**config.mk**
```make
export PLATFORM = sky130hd
export DESIGN_NAME = t2cr_top
export DESIGN_NICKNAME = d
export VERILOG_FILES = /design/src/core/t2cr_pkg.sv /design/src/core/t2cr_if.sv /design/src/core/t2cr_top.sv /design/src/core/t2cr_tick.sv
export SDC_FILE = /design/constraint.sdc
export NUM_CORES = 1
export LEC_CHECK = 0
export BUFFER_PORTS_ARGS = -buffer_cell sky130_fd_sc_hd__buf_2
export CORE_ASPECT_RATIO = 2
export CORE_MARGIN = 3
export CORE_UTILIZATION = 25
export CTS_BUF_LIST = sky130_fd_sc_hd__clkbuf_8
export DETAILED_ROUTE_END_ITERATION = 7
export PLACE_DENSITY_LB_ADDON = 0.15
export RECOVER_POWER = 25
export SYNTH_ARGS = -nofsm -noshare
export SYNTH_HDL_FRONTEND = slang
export SYNTH_SLANG_ARGS = --single-unit
```
**constraint.sdc**
```tcl
create_clock -name i_clk -period 3.4 [get_ports i_clk]
set_input_delay 0.34 -clock i_clk [delete_from_list [all_inputs] [get_ports i_clk]]
set_output_delay 0.34 -clock i_clk [all_outputs]
set_load 0.01 [all_outputs]
```
**src/core/t2cr_pkg.sv**
```systemverilog
// Constants and types shared by the timer 2 capture/reload block
package t2cr_pkg;
  localparam int CLK_PERIOD_NS = 100;
  localparam logic [15:0] COUNT_MAX = 16'hFFFF;
  localparam logic [15:0] COUNT_RST = 16'h0000;
  localparam logic [15:0] COUNT_ONE = 16'h0001;
  localparam logic [7:0] BYTE_RST = 8'h00;
  localparam int DIV_RATIO = 12;
  localparam logic [3:0] DIV_LAST = 4'(DIV_RATIO - 1);
  localparam logic [3:0] DIV_RST = 4'h0;
  localparam logic [3:0] DIV_ONE = 4'h1;
  localparam int LOW_LSB = 0;
  localparam int HIGH_LSB = 8;
  // Operating mode, one-hot
  typedef enum logic [3:0] {
    T2CR_CAPTURE = 4'h1,
    T2CR_RELOAD = 4'h2,
    T2CR_UPDOWN = 4'h4,
    T2CR_BAUD = 4'h8
  } t2cr_mode_t;
endpackage : t2cr_pkg

```
**src/core/t2cr_if.sv**
```systemverilog
// Carrier between the clock/edge front end and the counter core
`timescale 1ns/1ns
`default_nettype none
interface t2cr_if;
  logic count_tick;
  logic trig_fall;
  modport src (output count_tick, output trig_fall);
  modport dst (input count_tick, input trig_fall);
endinterface : t2cr_if
`default_nettype wire

```
**src/core/t2cr_top.sv**
```systemverilog
// Timer 2 counter core: capture, auto-reload, up/down and baud modes
`timescale 1ns/1ns
`default_nettype none
module t2cr_top
  import t2cr_pkg::*;
(
  input wire logic i_clk,
  input wire logic i_sys_rst,
  input wire logic i_run_enable,
  input wire logic i_counter_select,
  input wire logic i_capture_select,
  input wire logic i_updown_enable,
  input wire logic i_ext_trigger_enable,
  input wire logic i_rx_baud_select,
  input wire logic i_tx_baud_select,
  input wire logic i_count_input_pin,
  input wire logic i_ext_trigger_pin,
  input wire logic [7:0] i_wdata,
  input wire logic i_count_low_wr,
  input wire logic i_count_high_wr,
  input wire logic i_capture_low_wr,
  input wire logic i_capture_high_wr,
  input wire logic i_overflow_clear,
  input wire logic i_ext_event_clear,
  output logic [7:0] o_count_low_byte,
  output logic [7:0] o_count_high_byte,
  output logic [7:0] o_capture_low_byte,
  output logic [7:0] o_capture_high_byte,
  output logic o_overflow_flag,
  output logic o_ext_event_flag,
  output logic o_irq,
  output logic o_baud_tick
);
  t2cr_if link ();
  t2cr_mode_t mode;
  logic [15:0] count;
  logic [15:0] capture;
  logic [15:0] next_count;
  logic load_count;
  logic do_capture;
  logic set_ovf;
  logic set_ext;
  logic tog_ext;
  logic baud_roll;
  logic trig_event;

  t2cr_tick u_tick (
    .i_clk(i_clk),
    .i_sys_rst(i_sys_rst),
    .i_run_enable(i_run_enable),
    .i_counter_select(i_counter_select),
    .i_count_input_pin(i_count_input_pin),
    .i_ext_trigger_pin(i_ext_trigger_pin),
    .bus(link.src)
  );

  // Mode decode, baud selects take priority
  always_comb begin
    if (i_rx_baud_select || i_tx_baud_select) begin
      mode = T2CR_BAUD;
    end else if (i_capture_select) begin
      mode = T2CR_CAPTURE;
    end else if (i_updown_enable) begin
      mode = T2CR_UPDOWN;
    end else begin
      mode = T2CR_RELOAD;
    end
  end

  assign trig_event = link.trig_fall & i_ext_trigger_enable;

  // Next count and event decode per mode
  always_comb begin
    next_count = count;
    load_count = 1'b0;
    do_capture = 1'b0;
    set_ovf = 1'b0;
    set_ext = 1'b0;
    tog_ext = 1'b0;
    baud_roll = 1'b0;
    case (mode)
      T2CR_CAPTURE: begin
        if (link.count_tick) begin
          load_count = 1'b1;
          next_count = count + COUNT_ONE;
          set_ovf = (count == COUNT_MAX);
        end
        if (trig_event) begin
          do_capture = 1'b1;
          set_ext = 1'b1;
        end
      end
      T2CR_RELOAD: begin
        if (trig_event) begin
          load_count = 1'b1;
          next_count = capture;
          set_ext = 1'b1;
        end else if (link.count_tick) begin
          load_count = 1'b1;
          if (count == COUNT_MAX) begin
            next_count = capture;
            set_ovf = 1'b1;
          end else begin
            next_count = count + COUNT_ONE;
          end
        end
      end
      T2CR_UPDOWN: begin
        if (link.count_tick) begin
          load_count = 1'b1;
          if (i_ext_trigger_pin) begin
            if (count == COUNT_MAX) begin
              next_count = capture;
              set_ovf = 1'b1;
              tog_ext = 1'b1;
            end else begin
              next_count = count + COUNT_ONE;
            end
          end else begin
            if (count == capture) begin
              next_count = COUNT_MAX;
              set_ovf = 1'b1;
              tog_ext = 1'b1;
            end else begin
              next_count = count - COUNT_ONE;
            end
          end
        end
      end
      T2CR_BAUD: begin
        if (link.count_tick) begin
          load_count = 1'b1;
          if (count == COUNT_MAX) begin
            next_count = capture;
            baud_roll = 1'b1;
          end else begin
            next_count = count + COUNT_ONE;
          end
        end
        set_ext = trig_event;
      end
      default: begin
        next_count = count;
      end
    endcase
  end

  // Count register; a software byte write wins over counting
  always_ff @(posedge i_clk or posedge i_sys_rst) begin
    if (i_sys_rst) begin
      count <= COUNT_RST;
    end else begin
      if (load_count) begin
        count <= next_count;
      end
      if (i_count_low_wr) begin
        count[LOW_LSB +: 8] <= i_wdata;
      end
      if (i_count_high_wr) begin
        count[HIGH_LSB +: 8] <= i_wdata;
      end
    end
  end

  // Capture/reload pair; a capture event wins over a software write
  always_ff @(posedge i_clk or posedge i_sys_rst) begin
    if (i_sys_rst) begin
      capture <= COUNT_RST;
    end else if (do_capture) begin
      capture <= count;
    end else begin
      if (i_capture_low_wr) begin
        capture[LOW_LSB +: 8] <= i_wdata;
      end
      if (i_capture_high_wr) begin
        capture[HIGH_LSB +: 8] <= i_wdata;
      end
    end
  end

  // Flags: hardware set or toggle beats a software clear
  always_ff @(posedge i_clk or posedge i_sys_rst) begin
    if (i_sys_rst) begin
      o_overflow_flag <= 1'b0;
      o_ext_event_flag <= 1'b0;
    end else begin
      if (set_ovf) begin
        o_overflow_flag <= 1'b1;
      end else if (i_overflow_clear) begin
        o_overflow_flag <= 1'b0;
      end
      if (tog_ext) begin
        o_ext_event_flag <= ~o_ext_event_flag;
      end else if (set_ext) begin
        o_ext_event_flag <= 1'b1;
      end else if (i_ext_event_clear) begin
        o_ext_event_flag <= 1'b0;
      end
    end
  end

  // Baud pulse toward the serial port
  always_ff @(posedge i_clk or posedge i_sys_rst) begin
    if (i_sys_rst) begin
      o_baud_tick <= 1'b0;
    end else begin
      o_baud_tick <= baud_roll;
    end
  end

  assign o_count_low_byte = count[LOW_LSB +: 8];
  assign o_count_high_byte = count[HIGH_LSB +: 8];
  assign o_capture_low_byte = capture[LOW_LSB +: 8];
  assign o_capture_high_byte = capture[HIGH_LSB +: 8];
  // Interrupt request; ext flag masked in up/down mode
  assign o_irq = o_overflow_flag | (o_ext_event_flag & (mode != T2CR_UPDOWN));

  logic no_wr;
  assign no_wr = !(i_count_low_wr || i_count_high_wr || i_capture_low_wr || i_capture_high_wr);
endmodule : t2cr_top
`default_nettype wire

```
**src/core/t2cr_tick.sv**
```systemverilog
// Count clock selection, divide-by-12 time base and pin edge detection
`timescale 1ns/1ns
`default_nettype none
module t2cr_tick
  import t2cr_pkg::*;
(
  input wire logic i_clk,
  input wire logic i_sys_rst,
  input wire logic i_run_enable,
  input wire logic i_counter_select,
  input wire logic i_count_input_pin,
  input wire logic i_ext_trigger_pin,
  t2cr_if.src bus
);
  logic [3:0] div_cnt;
  logic div_tick;
  logic count_prev;
  logic trig_prev;

  // Divide the system clock by 12
  always_ff @(posedge i_clk or posedge i_sys_rst) begin
    if (i_sys_rst) begin
      div_cnt <= DIV_RST;
    end else if (div_cnt == DIV_LAST) begin
      div_cnt <= DIV_RST;
    end else begin
      div_cnt <= div_cnt + DIV_ONE;
    end
  end
  assign div_tick = (div_cnt == DIV_LAST);

  // Previous pin samples for falling edge detection
  always_ff @(posedge i_clk or posedge i_sys_rst) begin
    if (i_sys_rst) begin
      count_prev <= 1'b0;
      trig_prev <= 1'b0;
    end else begin
      count_prev <= i_count_input_pin;
      trig_prev <= i_ext_trigger_pin;
    end
  end

  // High then low samples mark a falling edge
  assign bus.trig_fall = trig_prev & ~i_ext_trigger_pin;
  // Source select and run gating
  assign bus.count_tick = i_run_enable &
    (i_counter_select ? (count_prev & ~i_count_input_pin) : div_tick);
endmodule : t2cr_tick
`default_nettype wire

```
==> results.cfg, run 1 <==
[run_status]
status = finished, violations left
violations = capacitance limit, slew limit

[logic_synthesis]
syn_inst = 510
synth_area_leader_cell = dfrtp_1
netlist_area_um2 = 3870
synth_top_flop_cell = dfrtp_1
synth_cell_types = 64
synth.area.top_cells = dfrtp_1, xor2_1, a21oi_1
ys_seq_area_frac = 0.265
async_flop_share = 1.00
synth_nets = 538
synth_top_area_frac = 0.265
post_synth.cell_area_avg_um2 = 7.60
yosys_warnings = 0
synth_edf_count = 0
ys_ff_latch = 41

[die]
boundaryPins = 61
dieHeight_um = 182
initial_core_util = 0.259
core_um2 = 15000
std_cell_rows = 63
dieArea_um2 = 17100
fp.dieW_um = 94.0

[timing]
skew_ns = 0.00988
finalCritPeriodShare = 0.855
setup_viol = 0
max_freq_mhz = 344
period_needed_ns = 2.91
rsz0062_at_grt = false
setup_tns_ns = 0
hold_violations = 0
worstMarginPinSlew_ns = 1.81
slew_headroom = -0.209
report.final.slew_viol_count = 42
holdWs_ns = 0.142

[place]
place_congestion = 0.987
dp_hpwl_um = 14500
portBuffers = 60

[detailed_routing]
firstDrtPassIters = 5
vias_per_cell = 5.90
drt_iter0_drc = 395
antenna_left = 0
wl_per_cell_um = 24.8
drt_wl_total_um = 18900
drc = 0
num_vias = 4493

[worst_setup_path]
cpPeakStageDelay_ns = 0.57
crit_chain = ha_1 > nand3_4 > nor4_4 > nand2_2 > mux2_4 > or3_1 > a311o_1
crit_fanout = 13
worstSetupPathType = flop to flop
cp-end-kind = flop
arrival_ns = 3.11
cp.buffers_inverters = 0
start_kind = flop
crit_slowest_cell = dfrtp_1
crit_family = simple AND/OR/NAND/NOR gates
required_ns = 3.60

[global_route]
busiest_layer = met2
use_met2 = 0.405
grt_pass1_wl_um = 28200
grt.met1_usage = 0.226
antenna_found_initial = 0
grt.total_usage = 0.224
met3_usage = 0.0199
grt_pass1_vias = 4443
grt_max_degree = 42
grt_overflow = 0

[cts]
clockRootBuffer = clkbuf_8
htree_num_levels = 2
clk_pin_slew_ns = 0.08
cts_buffers = 5
holdBufCountCts = 0
postCtsSetupBuffers = 0
insertion_delay_ns = 0.32
cts_tree = done
clk_path_buf_depth = 2
ctsResizeCount = 0
clock_sinks = 41

[pwr]
p_leak_nw = 1.96
power_density_nw_per_um2 = 355
peakVddDrop_uv = 132

[cells_and_area]
post-route-util = 0.307
nets = 594
area_growth_pct = 18.6
antenna-diode-count = 0
drive_above_1_share = 0.201

[min_path]
min_path_type = primary input to flop

[job]
cap_violations = 1
[report_power, final]
part,switching [mW],internal [mW]
clock network,0.206,0.237
logic,0.337,0.219
registers,0.102,0.531
[synthesized netlist by cell type, types with 3 or more instances]
cell type,instances
nor2_1,53
nand2_1,49
a21oi_1,43
dfrtp_1,41
clkbuf_1,27
nand3_1,26
xor2_1,26
o21ai_0,24
mux2i_1,17
a31oi_1,13
xnor2_1,13
nor3_1,12
inv_1,11
nor4_1,11
nand4_1,10
buf_2,9
a211oi_1,8
a32oi_1,6
buf_1,6
a211o_1,5
or3_1,5
a221o_1,4
a311oi_1,4
a41oi_1,4
and2_1,4
and3_1,4
mux2_2,4
o221ai_1,4
or2_2,4
a21o_1,3
a221oi_1,3
a22o_1,3
ha_1,3
o211ai_1,3
o21a_1,3
o21ai_1,3
o22ai_1,3
o31a_1,3
o31ai_1,3
[routing by layer]
metal	vias up	part of all wire	routed length [um]
met4	0	0.097	1840
met5	-	0	0
li1	2010	-	-
met2	210	0.52	9910
met1	2198	0.34	6380
met3	75	0.040	756
[flip-flops by register name (all words and copies together) (netlist names)]
name and count:
u_tick.count_prev 1, o_ext_event_flag 1, u_tick.trig_prev 1, u_tick.div_cnt 4
o_overflow_flag 1, capture 16, count 16, o_baud_tick 1
[worst register-to-register path, stage by stage, from the launching register on]
cell and delay, ns:
dfrtp_1 0.57, ha_1 0.40, nand3_4 0.17, nor4_4 0.36
nand2_2 0.27, mux2_4 0.36, or3_1 0.32, a311o_1 0.36
[cells by family after synthesis]
kind of cell,synth area share
adder cells (fa/ha/maj),0.00969
AND/OR/NAND/NOR,0.250
flip-flops,0.265
AO/OA/AOI/OAI,0.269
multiplexers,0.0594
XOR/XNOR,0.0882
buffers and inverters,0.0581
[worst paths after layout]
path,from,end,slack [ns],cells after the start
max,count[0],count[3],0.49,7
min,i_count_input_pin,u_tick.count_prev,0.14,1
max reg2reg,count[0],count[3],0.49,7
min reg2reg,u_tick.div_cnt[0],u_tick.div_cnt[0],0.48,1
max in group asynchronous,i_sys_rst,count[5],1.75,2
min in group asynchronous,i_sys_rst,capture[7],0.58,2
[placed cells by master, fill, tap and decap left out, drive strengths merged, types with 5 or more instances in the layout]
cell type | netlist | routed
buf | 17 | 92
nor2 | 53 | 53
nand2 | 50 | 50
a21oi | 43 | 43
dfrtp | 41 | 41
nand3 | 28 | 28
o21ai | 27 | 27
xor2 | 26 | 26
mux2i | 17 | 17
a31oi | 13 | 13
xnor2 | 13 | 13
nor3 | 13 | 13
inv | 11 | 12
nor4 | 12 | 12
nand4 | 10 | 10
a211oi | 8 | 8
clkbuf | 27 | 7
a32oi | 6 | 6
or3 | 5 | 5
a211o | 5 | 5
mux2 | 5 | 5
[cell type report]
cell class	count	area, um^2
fillers	1693	10400
multi-input cells	414	2620
flip-flops and latches	41	1030
repair buffers	93	544
well taps	195	244
clock buffers	6	82.6
inverters	11	41.3
clock inverters	2	33.8
[stage by stage]
step | area, um^2 | worst slack, ns | cells | total power, mW
6_report | 4590 | 0.492 | 762 | 1.63
5_1_grt | 4590 | 0.303 | 762 | 1.71
4_1_cts | 4600 | 0.491 | 762 | 1.65
3_5_place_dp | 4480 | 0.505 | 754 | 1.19
3_3_place_gp | 4480 | 0.578 | 754 | 1.19
2_1_floorplan | 3870 | 0.944 | 510 | 0.949
Power figures use the tool's default switching activity.
==> run 2: changes to the inputs <==
--- a/config.mk
+++ b/config.mk
@@ -5,7 +5,7 @@
 export SDC_FILE = /design/constraint.sdc
 export NUM_CORES = 1
 export LEC_CHECK = 0
-export BUFFER_PORTS_ARGS = -buffer_cell sky130_fd_sc_hd__buf_2
+export BUFFER_PORTS_ARGS = -buffer_cell sky130_fd_sc_hd__clkbuf_2
 export CORE_ASPECT_RATIO = 2
 export CORE_MARGIN = 3
 export CORE_UTILIZATION = 25
==> results.cfg, run 2 (synthesized netlist as in run 1, its figures left out) <==
[cells_and_area]
top_regs = capture x16, count x16, u_tick.div_cnt x4
post-route-util = 0.308
layout_common_cells = clkbuf_2, nor2_1, nand2_1, a21oi_1, dfrtp_1
design_area_um2 = 4610
final_common_cell = clkbuf_2
nets = 596
antenna-diode-count = 0
layout.cells.non_filler = 764
drive_above_1_share = 0.202
area_growth_pct = 19.0

[worst_setup_path]
cp-end-kind = flop
worstSetupPathType = flop to flop
crit_fanout = 13
start_kind = flop
ff2ff_setup_slack_ns = 0.41
rr_startpoint = count[0]
r2r-end = count[3]
required_ns = 3.61
arrival_ns = 3.20
r2r_cells = 7

[min_path]
min_path_type = primary input to flop
worstHoldStart = i_count_input_pin
whs_endpoint = u_tick.count_prev
hold_depth = 1

[timing]
setup_viol = 0
max_freq_mhz = 334
slew_headroom = -0.173
rsz0062_at_grt = false
finalCritPeriodShare = 0.879
fin_ws_ns = 0.410
report.final.slew_viol_count = 42
worstMarginPinSlew_ns = 1.76
hold_violations = 0
period_needed_ns = 2.99
setup_tns_ns = 0
holdWs_ns = 0.124
skew_ns = 0.00626

[place]
place_congestion = 0.969
dp_hpwl_um = 14300
portBuffers = 60
dp.cells = 756
dpl_worst_slack_ns = 0.419
dpl_cell_area_um2 = 4500

[cts]
clk_path_buf_depth = 2
clock_sinks = 41
ctsResizeCount = 0
insertion_delay_ns = 0.33
cts_buffers = 5
clockRootBuffer = clkbuf_8
clk_pin_slew_ns = 0.09
postCtsSetupBuffers = 0
htree_num_levels = 2
cts_tree = done
holdBufCountCts = 0

[detailed_routing]
firstDrtPassIters = 6
drt_iter0_drc = 343
drt_wl_total_um = 18700
wl_per_cell_um = 24.5
vias_per_cell = 5.83
antenna_left = 0
num_vias = 4457
drc = 0

[job]
cap_violations = 1

[die]
boundaryPins = 61
std_cell_rows = 63
core_um2 = 15000
dieArea_um2 = 17100
fp.dieW_um = 94.0
dieHeight_um = 182
initial_core_util = 0.259

[pwr]
power.total_mw = 1.63
power_density_nw_per_um2 = 354
peakVddDrop_uv = 140
p_leak_nw = 1.97

[global_route]
grt_overflow = 0
grt_pass1_wl_um = 27900
grt_pass1_vias = 4569
grt_max_degree = 42
grt.total_usage = 0.222
antenna_found_initial = 0

[run_status]
violations = capacitance limit, slew limit
status = finished, violations left
run 2: how the worst max path moves through the flow:
stage              from       end  slack [ns]
2_1_floorplan  count[0]  count[3]        0.94
3_3_place_gp   count[0]  count[3]        0.51
3_5_place_dp   count[0]  count[3]        0.42
4_1_cts        count[0]  count[3]        0.39
5_1_grt        count[0]  count[3]        0.29
6_report       count[0]  count[3]        0.41
run 2: critical path, cell delays in order, from the launching register on:
cell	delay (ns)
dfrtp_1	0.63
ha_1	0.41
nand3_4	0.17
nor4_4	0.35
nand2_2	0.28
mux2_4	0.37
or3_1	0.31
a311o_1	0.36
run 2: metal layers:
| metal | GRT usage | part of all wire | wire length (um) |
|---|---|---|---|
| met1 | 0.215 | 0.33 | 6140 |
| met2 | 0.386 | 0.52 | 9750 |
| met3 | 0.0328 | 0.048 | 908 |
| met4 | 0.209 | 0.10 | 1940 |
| met5 | 0 | 0 | 0 |
run 2: layout make-up:
type	instances	area (um^2)
Fill cell	1683	10400
Multi-Input combinational cell	414	2620
Sequential cell	41	1030
Timing Repair Buffer	95	561
Tap cell	195	244
Clock buffer	6	82.6
Inverter	11	41.3
Clock inverter	2	33.8
run 2: where the power goes:
part           switching, mW  total [mW]  internal, mW
registers              0.111       0.641         0.530
logic                  0.328       0.548         0.220
clock network          0.207       0.444         0.237
